==> config.mk <==
export PLATFORM = sky130hd
export DESIGN_NAME = link_status_jabber_monitor
export DESIGN_NICKNAME = d
export VERILOG_FILES = /design/src/core/link_jabber_pkg.sv /design/src/core/tick_down_timer.sv /design/src/core/link_status_jabber_monitor.sv
export SDC_FILE = /design/constraint.sdc
export NUM_CORES = 1
export LEC_CHECK = 0
export ABC_AREA = 1
export BUFFER_PORTS_ARGS = -buffer_cell sky130_fd_sc_hd__buf_2
export CAP_MARGIN = 20
export CORE_ASPECT_RATIO = 1.25
export CORE_MARGIN = 1
export CORE_UTILIZATION = 45
export CTS_BUF_LIST = sky130_fd_sc_hd__clkbuf_4 sky130_fd_sc_hd__clkbuf_8
export DETAILED_ROUTE_END_ITERATION = 6
export GPL_TIMING_DRIVEN = 0
export PLACE_DENSITY_LB_ADDON = 0.2
export SYNTH_ARGS = -nofsm -noshare
export SYNTH_HDL_FRONTEND = slang
export SYNTH_SLANG_ARGS = --single-unit
==> constraint.sdc <==
create_clock -name core_clk_in -period 1.73 [get_ports core_clk_in]
set_input_delay 0.346 -clock core_clk_in [delete_from_list [all_inputs] [get_ports core_clk_in]]
set_output_delay 0.346 -clock core_clk_in [all_outputs]
set_load 0.01 [all_outputs]
==> src/core/link_jabber_pkg.sv <==
// Contract
// - bit 0 of tenbase_config is jabber_enable_bit, RW, default 1; gates 10 Mb/s jabber in full duplex or loopback only.
// - transceiver_loopback_bit is bit 11 of loopback_bypass_reg at 18h; jabber setting applies.
// - jabber_enable_bit is ignored entirely at 100 Mb/s.
// - 100 Mb/s receive timeout about 722 us without 15 idles forces carrier sense.
// - hysteresis timer counts 500 down to 0, then link advances and timer reloads 500.
// - signal detect drop during hysteresis returns link machine to link-down.
// - link status equals cipher-in-sync: 15 idles received while link test fail is low.
// - link-down latches status low two cycles later; held value refreshed only by a read.
// - link LED follows signal detect energy, independent of the link status bit.
package link_jabber_pkg;
    // ----------------------------------------------------------------
    // register map
    // ----------------------------------------------------------------
    localparam logic [4:0] STATUS_ADDR = 5'h01;
    localparam logic [4:0] LOOPBACK_ADDR = 5'h18;
    localparam logic [4:0] TENBASE_ADDR = 5'h1c;
    localparam int unsigned JAB_EN_POS = 0;
    localparam int unsigned LPBK_POS = 11;
    localparam int unsigned LINK_STAT_POS = 2;
    localparam logic [15:0] TENBASE_RESET = 16'h80b9;
    localparam logic [15:0] TENBASE_RW_MASK = 16'h80bd;
    localparam logic [15:0] ZERO16 = 16'h0000;
    // ----------------------------------------------------------------
    // timing
    // ----------------------------------------------------------------
    localparam int unsigned CLK_PERIOD_NS = 4;
    localparam int unsigned NS_PER_US = 1000;
    localparam int unsigned TICK_CYCLES_C = NS_PER_US / CLK_PERIOD_NS;
    localparam int unsigned JAB_TIMEOUT_US_C = 722;
    localparam int unsigned LINK_HYST_US_C = 500;
    localparam int unsigned TMR_W = 12;
    localparam logic [3:0] IDLE_NEED = 4'hf;
    // ----------------------------------------------------------------
    // types
    // ----------------------------------------------------------------
    typedef enum logic [2:0] {
        LINK_DOWN = 3'b001,
        LINK_HYST = 3'b010,
        LINK_UP = 3'b100
    } link_state_t;
    typedef struct packed {
        logic rd;
        logic wr;
        logic [4:0] addr;
        logic [15:0] wdata;
    } mgmt_req_t;
endpackage : link_jabber_pkg

==> src/core/tick_down_timer.sv <==
`timescale 1ns/1ps
`default_nettype none
module tick_down_timer #(
    parameter int unsigned WIDTH = 12,
    parameter logic [WIDTH-1:0] RELOAD = 12'h1f4
) (
    input wire logic core_clk_in,
    input wire logic arst_n_in,
    input wire logic reload_in,
    input wire logic step_in,
    output logic [WIDTH-1:0] count_out,
    output logic done_out
);
    logic [WIDTH-1:0] count_q;
    logic [WIDTH-1:0] count_d;

    // reload has priority so a cut-short interval never resumes mid-way
    always_comb begin
        count_d = count_q;
        if (reload_in) begin
            count_d = RELOAD;
        end else if (step_in && (count_q != '0)) begin
            count_d = count_q - 1'b1;
        end
    end

    always_ff @(posedge core_clk_in or negedge arst_n_in) begin
        if (!arst_n_in) begin
            count_q <= RELOAD;
        end else begin
            count_q <= count_d;
        end
    end

    assign count_out = count_q;
    assign done_out = (count_q == '0);
endmodule : tick_down_timer
`default_nettype wire

==> src/core/link_status_jabber_monitor.sv <==
`timescale 1ns/1ps
`default_nettype none
module link_status_jabber_monitor
    import link_jabber_pkg::*;
#(
    parameter int unsigned LINK_HYST_US = LINK_HYST_US_C,
    parameter int unsigned JAB_TIMEOUT_US = JAB_TIMEOUT_US_C,
    parameter int unsigned TICK_CYC = TICK_CYCLES_C
) (
    input wire logic core_clk_in,
    input wire logic arst_n_in,
    input wire logic signal_detect_pair_in,
    input wire logic speed_100_in,
    input wire logic full_duplex_in,
    input wire logic symbol_valid_in,
    input wire logic idle_symbol_in,
    input wire mgmt_req_t mgmt_req_in,
    output logic [15:0] mgmt_rdata_out,
    output logic jabber_carrier_force_out,
    output logic jabber_10_active_out,
    output logic link_led_out,
    output logic link_up_out
);
    localparam logic [TMR_W-1:0] HYST_LOAD = TMR_W'(LINK_HYST_US);
    localparam logic [TMR_W-1:0] JAB_LIMIT = TMR_W'(JAB_TIMEOUT_US);
    localparam logic [TMR_W-1:0] TICK_LAST = TMR_W'(TICK_CYC - 1);

    // ----------------------------------------------------------------
    // signal detect synchroniser and microsecond tick
    // ----------------------------------------------------------------
    logic sd_meta_q, sd_sync_q, led_q;
    logic [TMR_W-1:0] tick_cnt_q, tick_cnt_d;
    logic tick_q, tick_d;

    always_comb begin
        tick_d = (tick_cnt_q == TICK_LAST);
        tick_cnt_d = tick_d ? '0 : tick_cnt_q + 1'b1;
    end

    always_ff @(posedge core_clk_in or negedge arst_n_in) begin
        if (!arst_n_in) begin
            sd_meta_q <= 1'b0;
            sd_sync_q <= 1'b0;
            led_q <= 1'b0;
            tick_cnt_q <= '0;
            tick_q <= 1'b0;
        end else begin
            sd_meta_q <= signal_detect_pair_in;
            sd_sync_q <= sd_meta_q;
            led_q <= sd_sync_q;
            tick_cnt_q <= tick_cnt_d;
            tick_q <= tick_d;
        end
    end

    // ----------------------------------------------------------------
    // registers
    // ----------------------------------------------------------------
    logic [15:0] tenbase_config_q, tenbase_config_d;
    logic lpbk_q, lpbk_d;
    logic [15:0] rdata_q, rdata_d;
    logic stat_latch_q, stat_latch_d;
    logic jab10_q, jab10_d;
    logic cipher_q;
    logic status_rd;

    assign status_rd = mgmt_req_in.rd && (mgmt_req_in.addr == STATUS_ADDR);

    always_comb begin
        tenbase_config_d = tenbase_config_q;
        lpbk_d = lpbk_q;
        if (mgmt_req_in.wr && (mgmt_req_in.addr == TENBASE_ADDR)) begin
            tenbase_config_d = mgmt_req_in.wdata & TENBASE_RW_MASK;
        end
        if (mgmt_req_in.wr && (mgmt_req_in.addr == LOOPBACK_ADDR)) begin
            lpbk_d = mgmt_req_in.wdata[LPBK_POS];
        end
        rdata_d = rdata_q;
        if (mgmt_req_in.rd) begin
            case (mgmt_req_in.addr)
                TENBASE_ADDR: rdata_d = tenbase_config_q;
                LOOPBACK_ADDR: rdata_d = ZERO16 | (16'(lpbk_q) << LPBK_POS);
                STATUS_ADDR: rdata_d = ZERO16 | (16'(stat_latch_q) << LINK_STAT_POS);
                default: rdata_d = ZERO16;
            endcase
        end
        // low latches at once; only a status read refreshes it, so the
        // first read shows the stored fall and the second the live state
        if (status_rd) begin
            stat_latch_d = cipher_q;
        end else begin
            stat_latch_d = stat_latch_q & cipher_q;
        end
        // speed overrides everything: the enable has no meaning at 100 Mb/s
        if (speed_100_in) begin
            jab10_d = 1'b0;
        end else if (full_duplex_in || lpbk_q) begin
            jab10_d = tenbase_config_q[JAB_EN_POS];
        end else begin
            jab10_d = 1'b1;
        end
    end

    always_ff @(posedge core_clk_in or negedge arst_n_in) begin
        if (!arst_n_in) begin
            tenbase_config_q <= TENBASE_RESET;
            lpbk_q <= 1'b0;
            rdata_q <= ZERO16;
            stat_latch_q <= 1'b0;
            jab10_q <= 1'b1;
        end else begin
            tenbase_config_q <= tenbase_config_d;
            lpbk_q <= lpbk_d;
            rdata_q <= rdata_d;
            stat_latch_q <= stat_latch_d;
            jab10_q <= jab10_d;
        end
    end

    // ----------------------------------------------------------------
    // link monitor with hysteresis timer
    // ----------------------------------------------------------------
    link_state_t state_q, state_d;
    logic tmr_reload, tmr_done;
    logic [TMR_W-1:0] tmr_count;
    logic link_test_fail;

    always_comb begin
        state_d = state_q;
        tmr_reload = 1'b0;
        case (state_q)
            LINK_DOWN: begin
                if (sd_sync_q) begin
                    state_d = LINK_HYST;
                end
            end
            LINK_HYST: begin
                if (!sd_sync_q) begin
                    state_d = LINK_DOWN;
                    tmr_reload = 1'b1;
                end else if (tmr_done) begin
                    state_d = LINK_UP;
                    tmr_reload = 1'b1;
                end
            end
            LINK_UP: begin
                if (!sd_sync_q) begin
                    state_d = LINK_DOWN;
                end
            end
            default: begin
                state_d = LINK_DOWN;
                tmr_reload = 1'b1;
            end
        endcase
    end

    always_ff @(posedge core_clk_in or negedge arst_n_in) begin
        if (!arst_n_in) begin
            state_q <= LINK_DOWN;
        end else begin
            state_q <= state_d;
        end
    end

    tick_down_timer #(
        .WIDTH(TMR_W),
        .RELOAD(HYST_LOAD)
    ) u_hyst_timer (
        .core_clk_in(core_clk_in),
        .arst_n_in(arst_n_in),
        .reload_in(tmr_reload),
        .step_in(tick_q && (state_q == LINK_HYST)),
        .count_out(tmr_count),
        .done_out(tmr_done)
    );

    assign link_test_fail = (state_q != LINK_UP);

    // ----------------------------------------------------------------
    // idle counting, cipher sync and descrambler jabber
    // ----------------------------------------------------------------
    logic [3:0] idle_cnt_q, idle_cnt_d;
    logic cipher_d, stream_q, stream_d, force_q, force_d;
    logic [TMR_W-1:0] jab_us_q, jab_us_d;
    logic idle_full;

    assign idle_full = (idle_cnt_q == IDLE_NEED);

    always_comb begin
        // idles heard before the link is up must not count toward sync
        idle_cnt_d = idle_cnt_q;
        if (link_test_fail) begin
            idle_cnt_d = '0;
        end else if (symbol_valid_in) begin
            if (!idle_symbol_in) begin
                idle_cnt_d = '0;
            end else if (!idle_full) begin
                idle_cnt_d = idle_cnt_q + 1'b1;
            end
        end
        cipher_d = !link_test_fail && (cipher_q || idle_full);
        stream_d = stream_q;
        if (!speed_100_in || idle_full) begin
            stream_d = 1'b0;
        end else if (symbol_valid_in && !idle_symbol_in) begin
            stream_d = 1'b1;
        end
        jab_us_d = '0;
        if (stream_q) begin
            jab_us_d = (tick_q && (jab_us_q != JAB_LIMIT)) ? jab_us_q + 1'b1 : jab_us_q;
        end
        // timeout holds carrier sense until the idles finally arrive
        force_d = force_q;
        if (!speed_100_in || idle_full) begin
            force_d = 1'b0;
        end else if (stream_q && (jab_us_q == JAB_LIMIT)) begin
            force_d = 1'b1;
        end
    end

    always_ff @(posedge core_clk_in or negedge arst_n_in) begin
        if (!arst_n_in) begin
            idle_cnt_q <= '0;
            cipher_q <= 1'b0;
            stream_q <= 1'b0;
            jab_us_q <= '0;
            force_q <= 1'b0;
        end else begin
            idle_cnt_q <= idle_cnt_d;
            cipher_q <= cipher_d;
            stream_q <= stream_d;
            jab_us_q <= jab_us_d;
            force_q <= force_d;
        end
    end

    assign mgmt_rdata_out = rdata_q;
    assign jabber_carrier_force_out = force_q;
    assign jabber_10_active_out = jab10_q;
    assign link_led_out = led_q;
    assign link_up_out = stat_latch_q;
endmodule : link_status_jabber_monitor
`default_nettype wire

* After elaboration in Yosys (flattened, before gate mapping)
Cells that the tools add are included.
** Word-level totals
- Bits in registers :: 76
- Input bits :: 30
- Output and inout bits :: 20
- Word-level logic and storage cells :: 87
** Operators by class
- $add $sub $neg :: 4
- Equality and inequality tests :: 16
- Multiplexer cells :: 25
- Bitwise operators :: 1
- Reduce and logical (&&, ||, !) cells :: 24
** Operator list (count)
- $mux 12 :: 5
- $pmux 16 s3 :: 1
- $add 12x1->12 const B :: 2
- $mux 4 :: 4
- $eq 12x10->1 const B :: 1
- $eq 12x8->1 const B :: 1
- $logic_not 12->1 :: 1
- $mux 3 :: 4
- $ne 12x10->1 const B :: 1
- $reduce_bool 12->1 :: 1
- $sub 12x1->12 const B :: 1
- $eq 5x5->1 const B :: 2
- $logic_and 1x1->1 :: 9
- $mux 1 :: 9
- $ne 3x3->1 const B :: 3
- $pmux 3 s3 :: 1
- $reduce_bool 2->1 :: 4
- $eq 5x1->1 const B :: 1
- $add 4x1->4 const B :: 1
- $eq 4x4->1 const B :: 1
- $ne 2x2->1 const B :: 2
- $eq 3x1->1 const B :: 1
- $eq 3x2->1 const B :: 1
- $eq 3x3->1 const B :: 1
- other kinds (8) :: 12

* Depth between registers and ports, before layout
Gate-level depths: netlist (run 1).
- Depth in word-level cells :: 5
- Mapped depth :: 10
- Depth with buffers taken out :: 10

* By module
A second synthesis (run 1) with hierarchy kept.
** Unflattened totals
- Cell total of the unflattened synthesis :: 480
- Area, all modules :: 3709.8 sq um
** By module, submodules not included
- link_status_jabber_monitor :: instances 1, cells an instance 359, area each 2847.7 sq um, seq. area each 1411.4 sq um
- tick_down_timer :: instances 1, cells an instance 121, area each 862.1 sq um, seq. area each 307.8 sq um

* Worst setup path after synthesis (run 1)
No wires, ideal clock.
- Path kind :: reg2reg
- From :: reg u_hyst_timer.count_q[0], in the netlist u_hyst_timer.count_out[0]
- To :: reg u_hyst_timer.count_q[10], in the netlist u_hyst_timer.count_out[10]
- Library setup time :: 0.118 ns
- Data arrival time :: 1.302 ns
- Slack :: 0.310 ns
- Cell stages (with the launch flop) :: 11
- Path buffers :: 1
- Period minus slack after synthesis :: 1.420 ns
- Path through :: dfrtp_1 -> inv_1 -> ha_1 -> nand2_1 -> nor2_1 -> nand2_1 -> nand2_1 -> nand2_2 -> buf_4 -> nand3_1 -> nand2_1
** Between the ends
- Longest elaborated chain between the ends :: 5
- Elaborated cells between the ends (all ways) :: 10
- Classes of those cells :: add/sub: 1; mux: 5; reduce/logical: 4
** RTL lines
- start, declared :: line tick_down_timer.sv:14 : logic [WIDTH-1:0] count_q;
- start signal, assigned :: line tick_down_timer.sv:31 : count_q <= count_d;
- branches (longest 5 deep; another with $sub 12x1->12)
Parallel ways; which one is timed is not known. The select of a mux whose other input is x is not followed.
A chain may end at the register's enable or synchronous reset.

* Final worst setup path (run 1)
- From :: reg u_hyst_timer.count_q[9], in the netlist u_hyst_timer.count_out[9]
- To :: reg u_hyst_timer.count_q[11], in the netlist u_hyst_timer.count_out[11]
The elaborated chain is that of the path after synthesis.

==> run metrics, run 1 <==
CP Capture Type flop; Routed wire per std cell 11.2 um; Slew headroom 45.0%; RSZ-0062 raised after global routing false; final instance area 4100 um^2; Max FO, Critical Path 10; outcome finished clean; vias in the first global route 2847; Fillers 742; Clock transition at path regs 0.07 ns; Die ar. 8350 um^2; antenna violations before repair 0; Initial Utilization 46.4%; chip width 81.9 um; DRC viols 0; global-route wire length before repair 12.0 mm; required time of the critical path 1.97 ns; Max Cap Viol 0; Inserted Clock Buffers 9; initial DRC count 133; Final Critical Period 1.57 ns; deepest clock path buffer count 2; power per cell area 848 nW/um^2; area occupied by multi-input gates 1570 um^2; fin crit share 90.6%; Final Net Count 557; Final Hold Fails 0; total gr overflow 0; sequential share of the synthesized area 47.8%; Yosys reg bits 68; Fmax 638 MHz; Arrival @ worst endpoint 1.80 ns; Post-Place Worst Slack 0.0926 ns; CP max stage cell dfrtp_1; clock sinks 68; post-route core utilization 53.0%; Root Buffer clkbuf_8; Slew Limit Fails 0; Layout area overhead 14.1%; number of nets still failing antenna checks after routing 0; CP max stage delay 0.42 ns; Yosys cell types 33; crit path cell chain nor2_1 -> nand2_1 -> nor2_1 -> nand2_1 -> nand2_1 -> nand2_4 -> buf_4 -> nand3_1 -> nand2_1; total leakage power 0.00208 uW; Max VDD drop 0.739 mV; vias per cell 4.84; area share of the largest cell type after synthesis 37.6%; Post-CTS Hold Fix Bufs 0; most used cell, CP nand2_1; GP Congestion 0.852; total track usage 19.0%; I/O Pins 50; Core Box Area 7750 um^2; largest net degree at the start of global routing 69; type of origin of the critical path flop; HP Class input port to async pin; critical path class flop to flop; Final Setup Violations 0; Final WS setup 0.163 ns; CTS tree built; final wirelength 6.92 mm; ratio of cells with drive above 1 in the final layout 16.6%; FF/Latch Area 1720 um^2; Vias 3002; Die Ht 102 um; final clock skew 0.00801 ns; Placed Area 3900 um^2; synth warn 0; number of cell rows 36; Synth Instances 471; Synth area leader dfrtp_1; clk_lat worst skew 0.34 ns; Mean Syn Cell Area 7.63 um^2; Final Hold Slack 0.0866 ns; HPWL Detailed 5.02 mm; Synth Cell Area 3590 um^2; Slew @ Worst Pin 0.825 ns; dominant cells by area after synthesis dfrtp_1 (38%), nand2_1 (14%), dfstp_2 (10%); Pre-antenna DRT Iters 4; port bufs 31; H-tree level count 3; Ant. Diodes 0
[metrics by stage]
stage	std cells	total power, uW	TNS [ns]
after global routing	620	3650	0
after floorplan	478	2110	0
after global placement	604	2250	-1.14
after detailed placement	604	2260	0
after CTS	620	3510	0
final	620	3480	0
[worst max-delay path: cells and delay by family (launching register included)]
kind | cells | cell delay [ns]
DFF | 1 | 0.42
and+or+nand+nor | 8 | 0.86
buffers and inverters | 1 | 0.19
[sequential cells by signal, indices dropped and copies added, names as in the netlist, 3 cells and up]
| register | cells |
|---|---|
| state_q | 3 |
| mgmt_rdata_out | 8 |
| idle_cnt_q | 4 |
| u_hyst_timer.count_out | 12 |
| tick_cnt_q | 12 |
| tenbase_config_q | 7 |
| jab_us_q | 12 |
[cell families (layout without fill, tap and decap cells)]
group           Yosys count  in the layout  share of synthesized area [%]
compound gates           32             32                           4.94
flops                    68             68                           47.8
simple gates            273            273                           32.8
fa+ha+maj                 7              7                           2.44
xor+xnor                 10             10                           2.44
other cells               1              8                          0.104
buf+inv                  80            127                           9.50
[synthesized netlist by cell type]
library cell and instances:
nor4_1 1, nand3b_1 4, o21ai_0 16, nor3_2 1, a31o_2 1, conb_1 1, inv_1 61, or2_2 2
xnor2_1 4, ha_1 7, dfstp_2 14, buf_2 3, a31oi_1 1, nor3b_4 1, nand2_4 1, nand2_2 2
a21oi_1 9, dfrtp_1 54, buf_4 10, o31ai_1 1, nor2_1 61, o21bai_1 2, clkbuf_1 4, o21a_1 1
nand3_1 57, o211ai_1 1, buf_1 1, nand2_1 131, xor2_1 6, nor3_1 6, inv_2 1, nand4_1 5
or2_4 1
[routing by layer]
metal	wire length (um)	vias to the layer above	global-route usage [%]	share of wire [%]
met5	0	-	0	0
met4	59	0	7.02	0.85
met3	242	4	5.63	3.5
met2	3410	53	32.6	49
met1	3210	1385	22.2	46
li1	-	1560	-	-
[timing repair]
item | in CTS | in global routing
setup buffers | 0 | 0
endpoints found under the setup margin | 0 | 16
gates resized for setup | 0 | 5
[power breakdown]
part	switching, uW	total (uW)	leakage [uW]	internal (uW)
Combinational	302	466	0.00111	164
Clock	591	1240	0.0000951	652
Sequential	58.7	1770	0.000871	1710
[cell usage in the layout, fill, tap and decap left out]
cell        netlist  layout
nor4_1            1       1
xnor2_1           4       4
inv_1            61      59
o21ai_0          16      16
clkinv_2          0       1
xor2_1            6       6
ha_1              7       7
nor3_1            6       6
inv_2             1       3
nand2_4           1       3
a21oi_1           9       9
conb_1            1       8
or2_2             2       2
o21bai_1          2       2
buf_1             1       1
clkinvlp_4        0       2
or2_4             1       1
buf_4            10      11
dfstp_2          14      14
clkbuf_4          0       1
o21a_1            1       1
nand3_1          57      57
nand3b_1          4       4
a31o_2            1       1
o31ai_1           1       1
nor2_1           61      61
a31oi_1           1       1
buf_2             3      33
dfrtp_1          54      54
nand2_1         131     130
clkbuf_1          4       4
nand2_2           2       1
nand4_1           5       5
clkbuf_8          0      12
nor3b_4           1       1
nor3_2            1       1
o211ai_1          1       1
[layout make-up]
cell class              count  area share, %
plain buffers              18           2.65
clock buffers              13           4.21
clock inverters             3          0.488
inverters                  62           5.67
multi-input cells         330           38.3
flip-flops and latches     68           41.9
well taps                  95           2.90
repair buffers             31           3.84
[final timing paths]
kind / slack (ns) / to / depth (start not counted) / start
max: 0.16 / u_hyst_timer.count_out[11] / 9 / u_hyst_timer.count_out[9]
min: 0.09 / jab_us_q[4] / 1 / arst_n_in
max reg2reg: 0.16 / u_hyst_timer.count_out[11] / 9 / u_hyst_timer.count_out[9]
min reg2reg: 0.36 / sd_sync_q / 0 / sd_meta_q
max in group asynchronous: 1.09 / tick_cnt_q[9] / 1 / arst_n_in
min in group core_clk_in: 0.11 / sd_meta_q / 1 / signal_detect_pair_in
Note: power is estimated with default switching activity, not from simulation.
==> run 2, diff against run 1 <==
- CORE_UTILIZATION: 45 -> 49
- GPL_TIMING_DRIVEN: 0 -> not set
- RECOVER_POWER: not set -> 50
==> run 2 against run 1 <==
Via count up 1.4%. Critical path depth up 1. Clock power up 31%. Sequential power about the same. Worst setup slack better by 0.028 ns. Clock-buffer cell count down 3. First-iteration DRC count up 26%. Non-clock buffer count down 6. Utilization up 5.7 points. Die area down 8.0%.
==> run metrics, run 2 (synthesis results as in run 1) <==
outcome finished clean; Arrival @ worst endpoint 1.77 ns (-0.03 ns); Inserted Clock Buffers 9 (unchanged); final clock skew 0.0137 ns (+0.00574 ns); Clock transition at path regs 0.07 ns (about the same); CTS tree built; Max FO, Critical Path 8 (-2); commonest non-fill, non-tap cell in the layout nand2_1; Final Critical Period 1.54 ns (-0.0279 ns); Core Box Area 7020 um^2 (-9.4%); Routed wire per std cell 11.4 um (+1.8%); Cells after DPL 593 (-1.8%); Max VDD drop 0.686 mV (-7.2%); Vias 3045 (+1.4%); Fmax 650 MHz (+1.8%); Worst Hold Path EP sd_meta_q; RR Endpoint jab_us_q[0]; vias per cell 5.00 (+3.3%); Post-CTS Hold Fix Bufs 0 (unchanged); final wirelength 6.92 mm (about the same); Root Buffer clkbuf_8; final setup TNS 0 ns (unchanged); H-tree level count 3 (unchanged); port bufs 33 (+6.5%); Initial Utilization 51.2% (+4.8 points); Die Ht 97.8 um (-4.1%); most frequent cells in the layout nand2_1 (129), inv_1 (61), nor2_1 (61), nand3_1 (57), dfrtp_1 (54); CP Capture Type flop; post-route core utilization 58.7% (+5.7 points); RSZ-0062 raised after global routing false; chip width 78.6 um (-4.1%); final instance area 4120 um^2 (+0.37%); GP Congestion 0.882 (+3.5%); Post CTS Setup Buffer Count 0 (unchanged); ratio of cells with drive above 1 in the final layout 15.8% (-0.77 points); total leakage power 0.00208 uW (about the same); required time of the critical path 1.96 ns (about the same); worst hold path cell count 1; Final WS setup 0.191 ns (+0.0279 ns); I/O Pins 50 (unchanged); number of cell rows 34 (-5.6%); DRC viols 0 (unchanged); Max Cap Viol 0 (unchanged); initial DRC count 168 (+26%); HP Class input port to flop; clk_lat worst skew 0.35 ns (about the same); HPWL Detailed 4.88 mm (-2.7%); Ant. Diodes 0 (unchanged); Pre-antenna DRT Iters 5 (+1); r2r setup slk 0.19 ns (+0.03 ns); Layout area overhead 14.5%; largest net degree at the start of global routing 69 (unchanged); hold_sp signal_detect_pair_in; critical path class flop to flop; Placed Area 3880 um^2 (-0.51%); Post-Place Worst Slack 0.156 ns (+0.0637 ns); type of origin of the critical path flop; Slew Limit Fails 0 (unchanged); Final Hold Fails 0 (unchanged); Final Setup Violations 0 (unchanged); fin cells 609 (-1.8%); Slew @ Worst Pin 1.43 ns (+0.607 ns); Critical R2R Launch jab_us_q[0]; Final Net Count 551 (-1.1%); total gr overflow 0 (unchanged); total track usage 20.6% (+1.5 points); post-CTS resize count 0 (unchanged); Die ar. 7680 um^2 (-8.0%); power per cell area 925 nW/um^2 (+9.1%); deepest clock path buffer count 2 (unchanged); Slew headroom 4.57% (-40 points); R2R depth 10 (+1); global-route wire length before repair 12.4 mm (+3.4%); vias in the first global route 2954 (+3.8%); fin crit share 89.0% (-1.6 points); number of nets still failing antenna checks after routing 0 (unchanged); antenna violations before repair 0 (unchanged); clock sinks 68 (unchanged)
-- run 2: worst max-delay path, cell delays in order, from the launching register on --
cell and delay (ns):
dfrtp_1 0.43, inv_1 0.14, ha_1 0.16, nand2_1 0.06
nor2_1 0.08, nand3_1 0.12, nand2_2 0.11, buf_4 0.16
inv_1 0.07, nand3_1 0.07, nand2_1 0.05
-- run 2: stage by stage --
stage	hold WS, ns	power [uW]
2_1_floorplan	0.0504	2110
3_3_place_gp	0.340	2200
3_5_place_dp	0.342	2220
4_1_cts	0.0239	3850
5_1_grt	0.105	3990
6_report	0.117	3810
-- run 2: layout make-up --
| type | instances | area [um^2] |
|---|---|---|
| Inverter | 62 | 233 |
| Fill cell | 631 | 2900 |
| Timing Repair Buffer | 43 | 236 |
| Sequential cell | 68 | 1720 |
| Clock buffer | 10 | 138 |
| Clock inverter | 6 | 111 |
| Multi-Input combinational cell | 330 | 1570 |
| Tap cell | 90 | 113 |
-- run 2: worst max path at each step --
| stage | from | endpoint | slack (ns) |
|---|---|---|---|
| 5_1_grt | arst_n_in | mgmt_rdata_out[15] | 0.03 |
| 2_1_floorplan | u_hyst_timer.count_out[0] | u_hyst_timer.count_out[10] | 0.31 |
| 4_1_cts | u_hyst_timer.count_out[8] | u_hyst_timer.count_out[0] | 0.14 |
| 3_3_place_gp | u_hyst_timer.count_out[8] | u_hyst_timer.count_out[0] | 0.17 |
| 6_report | jab_us_q[0] | jab_us_q[0] | 0.19 |
| 3_5_place_dp | u_hyst_timer.count_out[9] | u_hyst_timer.count_out[0] | 0.16 |
-- run 2: report_power, final --
| part | switching [uW] | internal, uW | total (uW) |
|---|---|---|---|
| clock network | 622 | 997 | 1620 |
| logic | 290 | 131 | 420 |
| registers | 59.9 | 1710 | 1770 |
-- run 2: routing by layer --
| layer | part of all wire [%] | global-route usage, % | wire length [um] | up-vias |
|---|---|---|---|---|
| li1 | - | - | - | 1548 |
| met1 | 44 | 24.7 | 3030 | 1412 |
| met2 | 50 | 34.9 | 3470 | 75 |
| met3 | 4.1 | 4.39 | 285 | 10 |
| met4 | 2.0 | 9.40 | 138 | 0 |
| met5 | 0 | 0 | 0 | - |
==> run 3, diff against run 2 <==
- SYNTH_HIERARCHICAL: not set -> 1
==> run 3 against run 2 <==
The flow now finishes with violations (setup timing). First-iteration DRC count up 4.2%. Combinational power rose to 4.7 times the previous value. Wire length up 14%. Synthesized cell count up 1.9%. Worst hold slack worse by 0.0074 ns. Via count up 6.3%. Clock skew down 0.0063 ns. Clock power down 11%.
==> run metrics, run 3 <==
Fillers 678 (+7.4%); critical path class flop to flop; Final Hold Fails 0 (unchanged); synth warn 6 (+6); chip width 79.8 um (+1.5%); Yosys reg bits 68 (unchanged); Core Box Area 7360 um^2 (+4.8%); initial DRC count 175 (+4.2%); Final Setup Violations 12 (+12); clock sinks 68 (unchanged); RSZ-0062 raised after global routing true; Cells after DPL 616 (+3.9%); final clock skew 0.00741 ns (-0.00634 ns); most common flop cell mapped by yosys dfrtp_1; vias in the first global route 3075 (+4.1%); GP Congestion 0.859 (-2.6%); Ant. Diodes 0 (unchanged); port bufs 33 (unchanged); final wirelength 7.92 mm (+14%); outcome finished with violations; Die Ht 99.3 um (+1.6%); commonest non-fill, non-tap cell in the layout nand2_1; DRC viols 0 (unchanged); H-tree level count 3 (unchanged); Max FO, Critical Path 6 (-2); HPWL Detailed 5.46 mm (+12%); total track usage 21.4% (+0.84 points); Initial Utilization 50.4% (-0.79 points); Slew Limit Fails 0 (unchanged); dominant cells by area after synthesis dfrtp_1 (36%), nand2_1 (13%), dfstp_2 (9.9%); Pre-antenna DRT Iters 5 (unchanged); Max Cap Viol 0 (unchanged); Fmax 561 MHz (-14%); type of origin of the critical path flop; power per cell area 1210 nW/um^2 (+31%); Final WS setup -0.0535 ns (-0.244 ns); EDFF count, synth 0 (unchanged); vias per cell 5.06 (+1.1%); most frequent cells in the layout nand2_1 (127), inv_1 (54), nand3_1 (54), dfrtp_1 (54), nor2_1 (50); Die ar. 7930 um^2 (+3.1%); total gr overflow 0 (unchanged); global-route wire length before repair 13.3 mm (+7.2%); Arrival @ worst endpoint 2.02 ns (+0.25 ns); HP Class input port to flop; Clock transition at path regs 0.08 ns (about the same); fin cells 640 (+5.1%); Slew @ Worst Pin 0.975 ns (-0.456 ns); clk_lat worst skew 0.34 ns (about the same); Synth area leader dfrtp_1; Yosys cell types 36 (+9.1%); deepest clock path buffer count 2 (unchanged); I/O Pins 50 (unchanged); total leakage power 0.00229 uW (+10%); sequential share of the synthesized area 46.3% (-1.5 points); CTS tree built; fin crit share 103% (+14 points); required time of the critical path 1.96 ns (about the same); Inserted Clock Buffers 9 (unchanged); Synth Cell Area 3710 um^2 (+3.2%); number of cell rows 35 (+2.9%); failing checks setup timing; Final Net Count 580 (+5.3%); Final Critical Period 1.78 ns (+0.244 ns); Synth Instances 480 (+1.9%); Slew headroom 35.0% (+30 points); Routed wire per std cell 12.4 um (+8.9%); number of nets still failing antenna checks after routing 0 (unchanged); largest net degree at the start of global routing 32 (-54%); area share of the largest cell type after synthesis 36.4% (-1.2 points); Root Buffer clkbuf_8; antenna violations before repair 0 (unchanged); Vias 3236 (+6.3%); Mean Syn Cell Area 7.73 um^2 (+1.3%); Max VDD drop 0.639 mV (-6.8%); CP Capture Type flop; Layout area overhead 21.0%; ratio of cells with drive above 1 in the final layout 24.1% (+8.3 points); most frequent cell after synthesis nand2_1; Post-Place Worst Slack -0.0610 ns (-0.217 ns); synth cell count leaders nand2_1 (133), nand3_1 (58), inv_1 (57); ys async rst share 100% (unchanged)
run 3: through the flow:
| stage | TNS, ns | utilization (%) | area (um^2) | hold slack (ns) | power [uW] |
|---|---|---|---|---|---|
| global route | -1.43 | 61.0 | 4490 | 0.0914 | 5730 |
| detailed placement | -0.562 | 55.9 | 4110 | 0.308 | 3480 |
| floorplan | 0 | - | 3760 | 0.0504 | 3010 |
| finish | -0.372 | 61.0 | 4490 | 0.110 | 5430 |
| CTS | 0 | 59.3 | 4370 | 0.0895 | 5010 |
| global placement | -0.106 | 55.9 | 4110 | 0.306 | 3430 |
run 3: cells by family (layout without fill, tap and decap cells):
family | count (synthesis) | in the layout | share of synthesized area [%]
simple gates | 286 | 286 | 34.3
buf+inv | 76 | 137 | 9.14
flops | 68 | 68 | 46.3
compound gates | 32 | 32 | 5.43
xor+xnor | 10 | 10 | 2.36
fa+ha+maj | 7 | 7 | 2.36
other cells | 1 | 8 | 0.101
run 3: where the power goes:
part           total [uW]  switching [uW]  internal, uW
Combinational        1980            1090           894
Clock                1440             617           828
Sequential           2000             156          1840
run 3: critical path, stage by stage, from the launching register on:
cell and delay (ns):
dfrtp_1 0.39, inv_2 0.09, ha_4 0.15, nand3_4 0.08, nor3_4 0.21, nor2_1 0.06
nand2_1 0.08, and3_4 0.23, clkinv_8 0.08, nand2_8 0.10, clkbuf_16 0.15, o21ai_2 0.05
run 3: cell type report:
class                   count  area (um^2)  area share, %
flip-flops and latches     68         1720           38.3
clock inverters             6         88.8           1.98
clock buffers              10          131           2.93
multi-input cells         343         1770           39.4
well taps                  92          115           2.56
repair buffers             60          425           9.48
inverters                  61          241           5.38
run 3: final timing paths:
path / startpoint / end / slack (ns) / cells past startpoint
max: u_hyst_timer/count_out[1] / u_hyst_timer/count_out[1] / -0.05 / 11
min: signal_detect_pair_in / sd_meta_q / 0.11 / 1
max reg2reg: u_hyst_timer/count_out[1] / u_hyst_timer/count_out[1] / -0.05 / 11
min reg2reg: sd_meta_q / sd_sync_q / 0.36 / 0
max in group asynchronous: arst_n_in / state_q[0] / 0.19 / 3
min in group asynchronous: arst_n_in / jab_us_q[11] / 0.68 / 2
run 3: repair_timing:
action | CTS | global route
cloned | 0 | 1
pin swaps | 0 | 10
gates resized for setup | 6 | 17
endpoints found under the setup margin | 12 | 21
hold buffers | 1 | 0
hold endpoints to repair | 12 | 0
setup buffers | 0 | 6
run 3: routing by layer:
metal  vias to the layer above  part of all wire, %  track usage (%)
met5                         -                    0                0
met4                         0                  2.2             8.65
met3                        17                  3.0             4.04
met2                        61                   52             36.4
met1                      1528                   43             26.6
li1                       1630                    -                -
